### src/rtl/adc_i2c_pkg.sv
package adc_i2c_pkg;

    // Bus addresses, 7 bits each
    localparam logic [6:0] OWN_ADDR = 7'h14;
    localparam logic [6:0] GLOBAL_ADDR = 7'h77;

    // Configuration byte layout and reset value
    localparam int CFG_RATE_BIT = 7;
    localparam logic SLOW_RATE_RESET = 1'b0;

    // Result word
    localparam int RESULT_W = 16;
    localparam int BYTE_W = 8;

    // Timing: the fast-mode conversion period sets the sinc1 notch
    localparam int CLK_PERIOD_NS = 50;
    localparam int CONV_TIME_FAST_NS = 16666667;
    localparam int CONV_CYCLES_FAST = CONV_TIME_FAST_NS / CLK_PERIOD_NS;
    localparam int FAST_SAMPLES = 65535;
    localparam int SAMPLE_DIV_DEF = CONV_CYCLES_FAST / FAST_SAMPLES;

    // Serial port phases
    typedef enum logic [2:0] {
        PH_IDLE = 3'b000,
        PH_ADDR = 3'b001,
        PH_ADDR_ACK = 3'b010,
        PH_WDATA = 3'b011,
        PH_WDATA_ACK = 3'b100,
        PH_RDATA = 3'b101,
        PH_RMACK = 3'b110,
        PH_IGNORE = 3'b111
    } phase_t;

endpackage : adc_i2c_pkg

### src/rtl/adc_i2c_conversion_restart.sv
`timescale 1ns/10ps
`default_nettype none

// Operation
// An acknowledged write ended by Stop discards the result and starts a conversion.
// A configuration byte after the write address is applied at Stop, then conversion restarts.
// The master uses the global call only after conversions have completed.
// Global address 1110111 with write is acknowledged by every idle converter.
// After the global address the master may send one rate byte.
// Stop ending a global write loads any received byte, then starts conversion.
// Stop straight after the address ack restarts conversion, configuration kept.
// The result comes from a first-order sinc filter notched at the fast rate.
// Own address 0010100 is NAKed while converting and ACKed when done.
// Configuration bit 7 high picks slow rate, low fast; fast after reset.
// Reads shift out 16 result bits MSB first on falling SCL.
// After write, Sr, read: restart after 16 bits or Stop, new configuration.
// A NAKed write changes nothing and restarts nothing at Stop.
module adc_i2c_conversion_restart #(
    parameter int SAMPLE_DIV = adc_i2c_pkg::SAMPLE_DIV_DEF,
    parameter int CONV_SAMPLES = adc_i2c_pkg::FAST_SAMPLES
) (
    input wire logic clk,
    input wire logic rst,
    input wire logic sclIn,
    input wire logic sdaIn,
    output logic sdaOut,
    output logic sdaOe,
    input wire logic modBit,
    output logic slowRateSelect,
    output logic convBusy,
    output logic [adc_i2c_pkg::RESULT_W-1:0] resultData
);
    import adc_i2c_pkg::*;

    if (SAMPLE_DIV < 1 || SAMPLE_DIV > 255 || CONV_SAMPLES < 1 || CONV_SAMPLES > FAST_SAMPLES) begin : g_badParam
        $error("adc_i2c_conversion_restart: SAMPLE_DIV or CONV_SAMPLES out of range");
    end

    localparam logic [16:0] FAST_N = 17'(CONV_SAMPLES);
    localparam logic [16:0] SLOW_N = 17'(2 * CONV_SAMPLES);
    localparam logic [7:0] DIV_LAST = 8'(SAMPLE_DIV - 1);

    typedef struct packed {
        logic sclS1;
        logic sclS2;
        logic sclPrev;
        logic sdaS1;
        logic sdaS2;
        logic sdaPrev;
        phase_t phase;
        logic [2:0] bitCnt;
        logic [BYTE_W-1:0] shiftIn;
        logic rwBit;
        logic ackPh;
        logic byteIdx;
        logic [RESULT_W-1:0] dataOut;
        logic sdaOe;
        logic wrAcked;
        logic rdAcked;
        logic cfgValid;
        logic cfgRate;
        logic slowRate;
        logic converting;
        logic [7:0] divCnt;
        logic [16:0] sampleCnt;
        logic [16:0] acc;
        logic [RESULT_W-1:0] result;
    } state_t;

    // Lines idle high so a reset never looks like a Start; POR begins a conversion
    localparam state_t RESET_STATE = '{sclS1: 1'b1, sclS2: 1'b1, sclPrev: 1'b1, sdaS1: 1'b1, sdaS2: 1'b1,
        sdaPrev: 1'b1, phase: PH_IDLE, slowRate: SLOW_RATE_RESET, converting: 1'b1, default: '0};

    state_t st_reg;
    state_t st_next;

    // Address decode used by the FSM; the checks compare against GLOBAL_ADDR directly
    function automatic logic addrHit(input logic [BYTE_W-1:0] b);
        addrHit = (b[7:1] == OWN_ADDR) || (b[7:1] == GLOBAL_ADDR && !b[0]);
    endfunction : addrHit

    // Sinc1 sum scaled to the result width; slow mode sums twice as long
    function automatic logic [RESULT_W-1:0] scaleSum(input logic [16:0] s, input logic slow);
        scaleSum = slow ? s[16:1] : (s[16] ? 16'hffff : s[15:0]);
    endfunction : scaleSum

    logic sclRise;
    logic sclFall;
    logic startSeen;
    logic stopSeen;
    logic restart;
    logic [BYTE_W-1:0] inByte;
    logic convEnd;

    // Bus event decode works only on the second sync stage and its delayed copy
    assign sclRise = st_reg.sclS2 && !st_reg.sclPrev;
    assign sclFall = !st_reg.sclS2 && st_reg.sclPrev;
    assign startSeen = st_reg.sclS2 && st_reg.sclPrev && st_reg.sdaPrev && !st_reg.sdaS2;
    assign stopSeen = st_reg.sclS2 && st_reg.sclPrev && !st_reg.sdaPrev && st_reg.sdaS2;
    assign inByte = {st_reg.shiftIn[6:0], st_reg.sdaS2};
    assign convEnd = st_reg.converting && st_reg.divCnt == DIV_LAST
        && st_reg.sampleCnt == (st_reg.slowRate ? SLOW_N : FAST_N);

    // Next-state logic for the serial port and the conversion engine
    always_comb begin
        st_next = st_reg;
        restart = 1'b0;
        st_next.sclS1 = sclIn;
        st_next.sclS2 = st_reg.sclS1;
        st_next.sclPrev = st_reg.sclS2;
        st_next.sdaS1 = sdaIn;
        st_next.sdaS2 = st_reg.sdaS1;
        st_next.sdaPrev = st_reg.sdaS2;
        if (stopSeen) begin
            // Only a transfer we acknowledged may restart; a NAKed one leaves all alone
            restart = st_reg.wrAcked || st_reg.rdAcked;
            st_next.phase = PH_IDLE;
            st_next.sdaOe = 1'b0;
        end else if (startSeen) begin
            // Repeated Start keeps any pending write so it applies later
            st_next.phase = PH_ADDR;
            st_next.bitCnt = 3'h0;
            st_next.ackPh = 1'b0;
            st_next.sdaOe = 1'b0;
        end else begin
            unique case (st_reg.phase)
                PH_IDLE, PH_IGNORE: begin
                end
                PH_ADDR, PH_WDATA: begin
                    if (sclRise) begin
                        st_next.shiftIn = inByte;
                        st_next.bitCnt = st_reg.bitCnt + 3'h1;
                        if (st_reg.bitCnt == 3'h7) begin
                            if (st_reg.phase == PH_WDATA) begin
                                st_next.cfgRate = inByte[CFG_RATE_BIT];
                                st_next.cfgValid = 1'b1;
                                st_next.phase = PH_WDATA_ACK;
                            end else if (addrHit(inByte) && !st_reg.converting) begin
                                st_next.rwBit = inByte[0];
                                st_next.phase = PH_ADDR_ACK;
                            end else begin
                                st_next.phase = PH_IGNORE;
                            end
                        end
                    end
                end
                PH_ADDR_ACK, PH_WDATA_ACK: begin
                    if (sclFall && !st_reg.ackPh) begin
                        st_next.sdaOe = 1'b1;
                        st_next.ackPh = 1'b1;
                        if (st_reg.phase == PH_ADDR_ACK) begin
                            st_next.wrAcked = st_reg.wrAcked || !st_reg.rwBit;
                            st_next.rdAcked = st_reg.rdAcked || st_reg.rwBit;
                            st_next.dataOut = st_reg.result;
                            st_next.byteIdx = 1'b0;
                        end
                    end else if (sclFall) begin
                        // End of the ack clock: hand the line to the first data bit
                        st_next.ackPh = 1'b0;
                        st_next.bitCnt = 3'h0;
                        if (st_reg.phase == PH_ADDR_ACK && st_reg.rwBit) begin
                            st_next.phase = PH_RDATA;
                            st_next.sdaOe = !st_reg.dataOut[RESULT_W-1];
                        end else begin
                            st_next.phase = PH_WDATA;
                            st_next.sdaOe = 1'b0;
                        end
                    end
                end
                PH_RDATA: begin
                    if (sclFall) begin
                        st_next.sdaOe = !st_reg.dataOut[RESULT_W-1];
                    end else if (sclRise) begin
                        st_next.dataOut = {st_reg.dataOut[RESULT_W-2:0], 1'b0};
                        st_next.bitCnt = st_reg.bitCnt + 3'h1;
                        if (st_reg.bitCnt == 3'h7) begin
                            st_next.phase = PH_RMACK;
                        end
                    end
                end
                PH_RMACK: begin
                    if (sclFall && !st_reg.ackPh) begin
                        st_next.sdaOe = 1'b0;
                        st_next.ackPh = 1'b1;
                    end else if (sclRise && st_reg.ackPh) begin
                        st_next.ackPh = 1'b0;
                        if (st_reg.byteIdx) begin
                            restart = 1'b1;
                            st_next.phase = PH_IGNORE;
                        end else if (st_reg.sdaS2) begin
                            st_next.phase = PH_IGNORE;
                        end else begin
                            st_next.byteIdx = 1'b1;
                            st_next.phase = PH_RDATA;
                        end
                    end
                end
            endcase
        end
        // Sinc1: boxcar count of modulator ones over one conversion period
        if (st_reg.converting) begin
            st_next.divCnt = (st_reg.divCnt == DIV_LAST) ? 8'h00 : st_reg.divCnt + 8'h01;
            if (st_reg.divCnt == DIV_LAST) begin
                st_next.sampleCnt = st_reg.sampleCnt + 17'h1;
                st_next.acc = st_reg.acc + {16'h0000, modBit};
            end
        end
        if (convEnd) begin
            st_next.result = scaleSum(st_reg.acc, st_reg.slowRate);
            st_next.converting = 1'b0;
        end
        // Restart discards the result under way and applies any pending rate byte
        if (restart) begin
            if (st_reg.cfgValid) begin
                st_next.slowRate = st_reg.cfgRate;
            end
            st_next.cfgValid = 1'b0;
            st_next.wrAcked = 1'b0;
            st_next.rdAcked = 1'b0;
            st_next.converting = 1'b1;
            st_next.divCnt = 8'h00;
            st_next.sampleCnt = 17'h0;
            st_next.acc = 17'h0;
        end
    end

    // All state in one register
    always_ff @(posedge clk or posedge rst) begin
        if (rst) begin
            st_reg <= RESET_STATE;
        end else begin
            st_reg <= st_next;
        end
    end

    // Open-drain: we only ever pull low
    assign sdaOut = 1'b0;
    assign sdaOe = st_reg.sdaOe;
    assign slowRateSelect = st_reg.slowRate;
    assign convBusy = st_reg.converting;
    assign resultData = st_reg.result;
endmodule : adc_i2c_conversion_restart

`default_nettype wire

### config.mk
export PLATFORM = sky130hd
export DESIGN_NAME = adc_i2c_conversion_restart
export DESIGN_NICKNAME = d
export VERILOG_FILES = /design/src/rtl/adc_i2c_pkg.sv /design/src/rtl/adc_i2c_conversion_restart.sv
export SDC_FILE = /design/constraint.sdc
export NUM_CORES = 1
export LEC_CHECK = 0
export BUFFER_PORTS_ARGS = -buffer_cell sky130_fd_sc_hd__clkbuf_2
export CORE_MARGIN = 4
export CORE_UTILIZATION = 65
export CTS_BUF_LIST = sky130_fd_sc_hd__clkbuf_8 sky130_fd_sc_hd__clkbuf_16
export CTS_CLUSTER_DIAMETER = 200
export CTS_CLUSTER_SIZE = 25
export DETAILED_ROUTE_END_ITERATION = 7
export PLACE_DENSITY = 0.84
export SYNTH_ARGS = -nofsm -noshare
export SYNTH_HDL_FRONTEND = slang
export SYNTH_SLANG_ARGS = --single-unit
### constraint.sdc
create_clock -name clk -period 7.3 [get_ports clk]
set_input_delay 0.365 -clock clk [delete_from_list [all_inputs] [get_ports clk]]
set_output_delay 0.365 -clock clk [all_outputs]
set_load 0.01 [all_outputs]
[Yosys cells after proc, flatten, opt, wreduce, memory -nomap -nowiden]
Index checks and enable logic that the tools add are counted.
Widths: inputs -> output; s select.
Cells by class
  eq/ne operators: 38
  reductions and logical operators: 57
  bitwise gates (word level): 3
  add/sub/neg operators: 4
  multiplexer cells: 67
Operators by type and width (count)
  $mux 16: 4
  $ne 4x4->1 const B: 13
  $mux 17: 3
  $mux 43: 1
  $mux 42: 1
  $mux 34: 1
  $pmux 16 s2: 1
  $mux 3: 10
  $mux 6: 5
  $reduce_and 7->1: 4
  $mux 1: 24
  $reduce_bool 2->1: 12
  $mux 2: 9
  $add 17x1->17: 1
  $add 17x1->17 const B: 1
  $eq 17x17->1: 1
  $mux 15: 1
  $ne 3x3->1 const B: 5
  $logic_and 1x1->1: 14
  $eq 3x3->1 const B: 4
  $ne 2x2->1 const B: 6
  $pmux 3 s4: 1
  $reduce_and 4->1: 3
  $reduce_and 6->1: 2
  25 further kinds: 42
Storage, ports and cells
  register bits: 104
  bits of input ports: 5
  output and inout port bits: 20
  word-level logic and storage cells: 193

[Logic depth before layout (Yosys ltp)]
  word-level depth: 11
  gate-level depth with buffers: 10

[Worst setup path after synthesis]
OpenSTA, ideal clock, no wires.
  path type: register -> register
  start: reg st_reg (netlist bit convBusy)
  end: reg st_reg (netlist bit resultData[0])
  stages on the path, launching flop included: 9
  period minus slack after synthesis: 2.028 ns
  data arrival time: 1.903 ns
  buffers on the path: 4
  path slack: 5.272 ns
  path through: dfstp_2 buf_2 and2_1 and3_1 clkbuf_1 and4_1 buf_6 buf_12 mux2_4
Between the ends
  longest elaborated chain between the ends: 2
RTL lines
  from (decl): line adc_i2c_conversion_restart.sv:74  | state_t st_reg;
  from (signal assigned): line adc_i2c_conversion_restart.sv:232  | st_reg <= st_next;
  $logic_and 1x1->1: line adc_i2c_conversion_restart.sv:101  | assign convEnd = st_reg.converting && st_reg.divCnt == DIV_LAST
  $logic_and 1x1->1: line adc_i2c_conversion_restart.sv:102  | && st_reg.sampleCnt == (st_reg.slowRate ? SLOW_N : FAST_N);
No other way between the ends.
A chain may end at the register's enable or synchronous reset.

[Final worst setup path]
  start: reg st_reg[50] (netlist name)
  end: reg st_reg (netlist bit resultData[8])
Between the ends
  longest elaborated chain between the ends: 3
RTL lines (line)
  $eq 8x3->1: adc_i2c_conversion_restart.sv:101
  $logic_and 1x1->1: adc_i2c_conversion_restart.sv:101
  $logic_and 1x1->1: adc_i2c_conversion_restart.sv:102
No other way between the ends.

==> metrics.md <==
| Metric | Value |
|---|---|
| Buf+Inv Stages, Crit Path | 1 |
| Synth Area in XOR/XNOR | between 5 and 6% |
| Layout cells sized above 1 | 16.4% |
| Wire per inst | approximately 16 µm |
| Die H | 99.7 µm |
| Die area | 0.00995 mm² |
| Critical Path Source Type | flop |
| Yosys top cell area share | 43.9% |
| Worst setup EP type | flop |
| FFs w/ async S/R, synth | 100% |
| Post-Synth Simple-Gate Area | 20.1% |
| # diodes | 0 |
| Slew Limit Headroom | between 20% and 30% |
| CP max stage delay | 910 ps |
| Final setup fails | 0 |
| Largest family of logic cells by synthesized area | simple AND/OR/NAND/NOR gates |
| Synth area leaders | dfrtp_1 (44%), nor2_1 (5.6%), mux2_2 (4.3%) |
| Slowest stage cell, crit path | and4_1 |
| Hold_sp | sclIn |
| Synth Area in Compound Gates | 9.03% |
| Synthesized Nets | 571 |
| Hold path cells | 1 |
| Final wirelength | between 10000 and 15000 µm |
| Post-Synth Adder-Cell Area | 1.60% |
| Top cell type by total area after synthesis | dfrtp_1 |
| Hpwl dp | 7000 µm |
| Die X | 99.7 µm |
| Fmax | 0.325 GHz |
| Pleak | 2.59 nW |
| Min-Delay Path Class | in -> reg |
| Post-route minimum period | 3080 ps |
| Reg2reg path depth | 6 |
| Clock Skew | between 15 and 20 ps |
| Initial antenna violation count | 0 |
| Synthesized instance count | 559 |
| Final hold slack | roughly 74 ps |
| Ports | 25 |
| Worst VDD drop | 152 µV |
| Nets | 557 |
| Worst R2R Start | st_reg[50]$_DFFE_PP0P_ |
| PwrDens | 274 mW/mm² |
| Worst Setup Path Type | reg -> reg |
| Status | finished, final reports clean |
| Congestion Overflow GR | 0 |
| Post-CTS sizing | 0 |
| Mean Syn Cell Area | 9.79 µm² |
| Crit path max-delay family | simple AND/OR/NAND/NOR gates |
| Combinational share of power | 25.1% |
| Mapped Area | approximately 0.0055 mm² |
| Area growth from synthesis to layout | 3.09% |
| Fin Setup TNS | 0 ps |
| Clock Pin Slew Worst Setup and Hold Paths | 100 ps |
| Hold Buf Count CTS | 0 |
| Most used DFF post-synth | dfrtp_1 |
| TritonCTS clock tree | built |
| RePlAce Congestion | 0.864 |
| Clock Latency Late Sink | 380 ps |
| Slew Limit Fails | 0 |
| Tot GR Track Use | about 22% |
| Sequential power share | 52.5% |
| Setup slack, reg-to-reg | 4220 ps |
| Clk root buf | clkbuf_8 |
| DRT iter0 DRCs | 230 |
| Yosys warnings | 0 |
| Worst-Margin Slew | 1110 ps |
| Vias per inst | between 6 and 7 |
| WP data arrival | between 3000 and 4000 ps |
| Num CTS Buffers | 9 |
| WHS Endpoint | st_next[102]$_DFF_PP1_ |
| Register bit total from synthesis | 103 |
| Core Area | 0.00822 mm² |
| Tcrit/Tclk final | 42.1% |
| RSZ-0062 raised after global routing | false |
| First-pass GRT wire length | 18200 µm |
| DRC Markers | 0 |
| Antenna-violating nets left | 0 |
| Worst r2r dst | resultData[8]$_DFFE_PP0P_ |
| Vias | 3949 |
| Largest net degree at the start of global routing | 59 |
| Number of global-route vias before repair | between 3000 and 4000 |
| Clock sink count | between 100 and 150 |
| CP Cell Sequence | inv_1 > ha_1 > nor2b_1 > and3_1 > and4_1 > mux2_2 |
| Max reg flops | 73 |
| Mux cell area share after synthesis | 9.90% |
| Design internal power | 993 µW |
| Hold violation count in the final report | 0 |
| Max_cap viols | 0 |
| Unique masters post-synth | 63 |
| Max Buffers Root-to-Sink | 2 |
| Number of H-tree levels | 3 |
| DR pass1 iterations | 4 |
| Clock power share | 22.4% |
| Fill count | ~630 |
| Switching power | 549 µW |
| Port bufs | 23 |
| Switching Share | 35.6% |
| Sequential share of the synthesized area | 47.3% |
| Crit path max fanout | 23 |
| Crit path required time | 7560 ps |
| Post CTS Setup Buffer Count | 0 |
| Row Count | 33 |
| Starting Density | around two thirds |
| EDFF count, synth | 0 |
[cells in the mapped netlist (2+ instances only)]
library cell  number
xnor2_1           15
a31oi_1            4
nor4bb_1           2
o22ai_1            2
clkbuf_1          11
or4_1              2
buf_2             17
or3_1              4
and4_1             7
o31ai_1            2
nand4b_1           2
or3_4              2
dfstp_2            7
o311a_1            2
o21bai_1           2
mux2i_1           20
nor4_1             2
xor2_1            19
and3_1             6
mux2_4             7
dfrtp_1           96
buf_4             18
ha_1               7
nand4_1           15
and2_1             2
a21oi_1           32
nor2_1            82
nand3_1           16
nand2_1           36
mux2_2            21
nor3b_1            3
nor2b_1            3
o21ai_0           32
inv_1             16
nor3_1            13
nand2b_1           5
[per-stage QoR]
stage	utilization, %	setup slack (ps)	cells	total power, mW	instance area, µm²
2_1_floorplan	-	4240	559	1.11	5470
3_3_place_gp	66.3	4390	639	1.17	5450
3_5_place_dp	66.3	4280	639	1.20	5450
4_1_cts	68.6	4280	655	1.55	5640
5_1_grt	68.6	4040	655	1.65	5640
6_report	68.6	4220	655	1.54	5640
[how the worst max path moves through the flow]
stage,startpoint,to,slack [ps],cells past startpoint
final,st_reg[50]$_DFFE_PP0P_,resultData[8]$_DFFE_PP0P_,4220,6
after global routing,st_reg[50]$_DFFE_PP0P_,resultData[8]$_DFFE_PP0P_,4040,6
after CTS,st_reg[50]$_DFFE_PP0P_,resultData[8]$_DFFE_PP0P_,4280,6
after detailed placement,st_reg[50]$_DFFE_PP0P_,resultData[9]$_DFFE_PP0P_,4280,6
after global placement,convBusy$_DFFE_PP1P_,resultData[12]$_DFFE_PP0P_,4390,4
after floorplan,rst,inByte[1]$_DFFE_PP0P_,4240,1
[logic make-up after synthesis]
kind of cell               after synthesis
AOI/OAI and AO/OA                       86
buffers and inverters                   66
other                                    1
and+or+nand+nor                        214
muxes                                   48
DFF                                    103
adders and majority gates                7
xor gates and xnor gates                34
[layout by cell type, fill, tap and decap left out, types with 3 or more instances in the layout]
cell,count
nand2_1,36
mux2i_1,20
nor2_1,82
dfrtp_1,96
clkbuf_2,23
mux2_2,21
mux2_4,7
nand3_1,16
ha_1,7
nor3b_1,3
xnor2_1,15
nor3_1,13
a21oi_1,32
and3_1,6
or3_1,4
a31oi_1,4
nor2b_1,3
dfstp_2,7
nand4_1,15
xor2_1,19
inv_1,15
and4_1,7
o21ai_0,32
nand2b_1,5
clkbuf_8,9
[layer usage]
metal	vias to the layer above	GRT usage, %	routed length, µm
li1	1893	-	-
met1	1956	30.4	4570
met2	92	36.7	5150
met3	8	3.93	478
met4	0	7.98	87
met5	-	0	0
[power by group through the flow]
stage	sequential, mW	combinational [mW]	clock [mW]
finish	0.810	0.387	0.346
global route	0.831	0.440	0.375
CTS	0.808	0.386	0.352
detailed placement	0.819	0.383	0
global placement	0.810	0.364	0
floorplan	0.751	0.364	0
[worst register-to-register path: cells and delay by family, from the launching register on]
kind	cells	cell delay, ps
multiplexers	1	420
buffers and inverters	1	90
adder cells (fa/ha/maj)	1	190
flip-flops	1	430
AND/OR/NAND/NOR	3	1860
[final cells by class]
cell class	instances	area, µm²	area share (%)
Multi-Input combinational cell	390	2540	45.1
Sequential cell	103	2590	45.9
Timing Repair Buffer	25	130	2.31
Tap cell	105	131	2.33
Inverter	16	62.6	1.11
Clock buffer	9	124	2.20
Clock inverter	7	63.8	1.13
No activity file was read; power rests on OpenSTA's default activity.
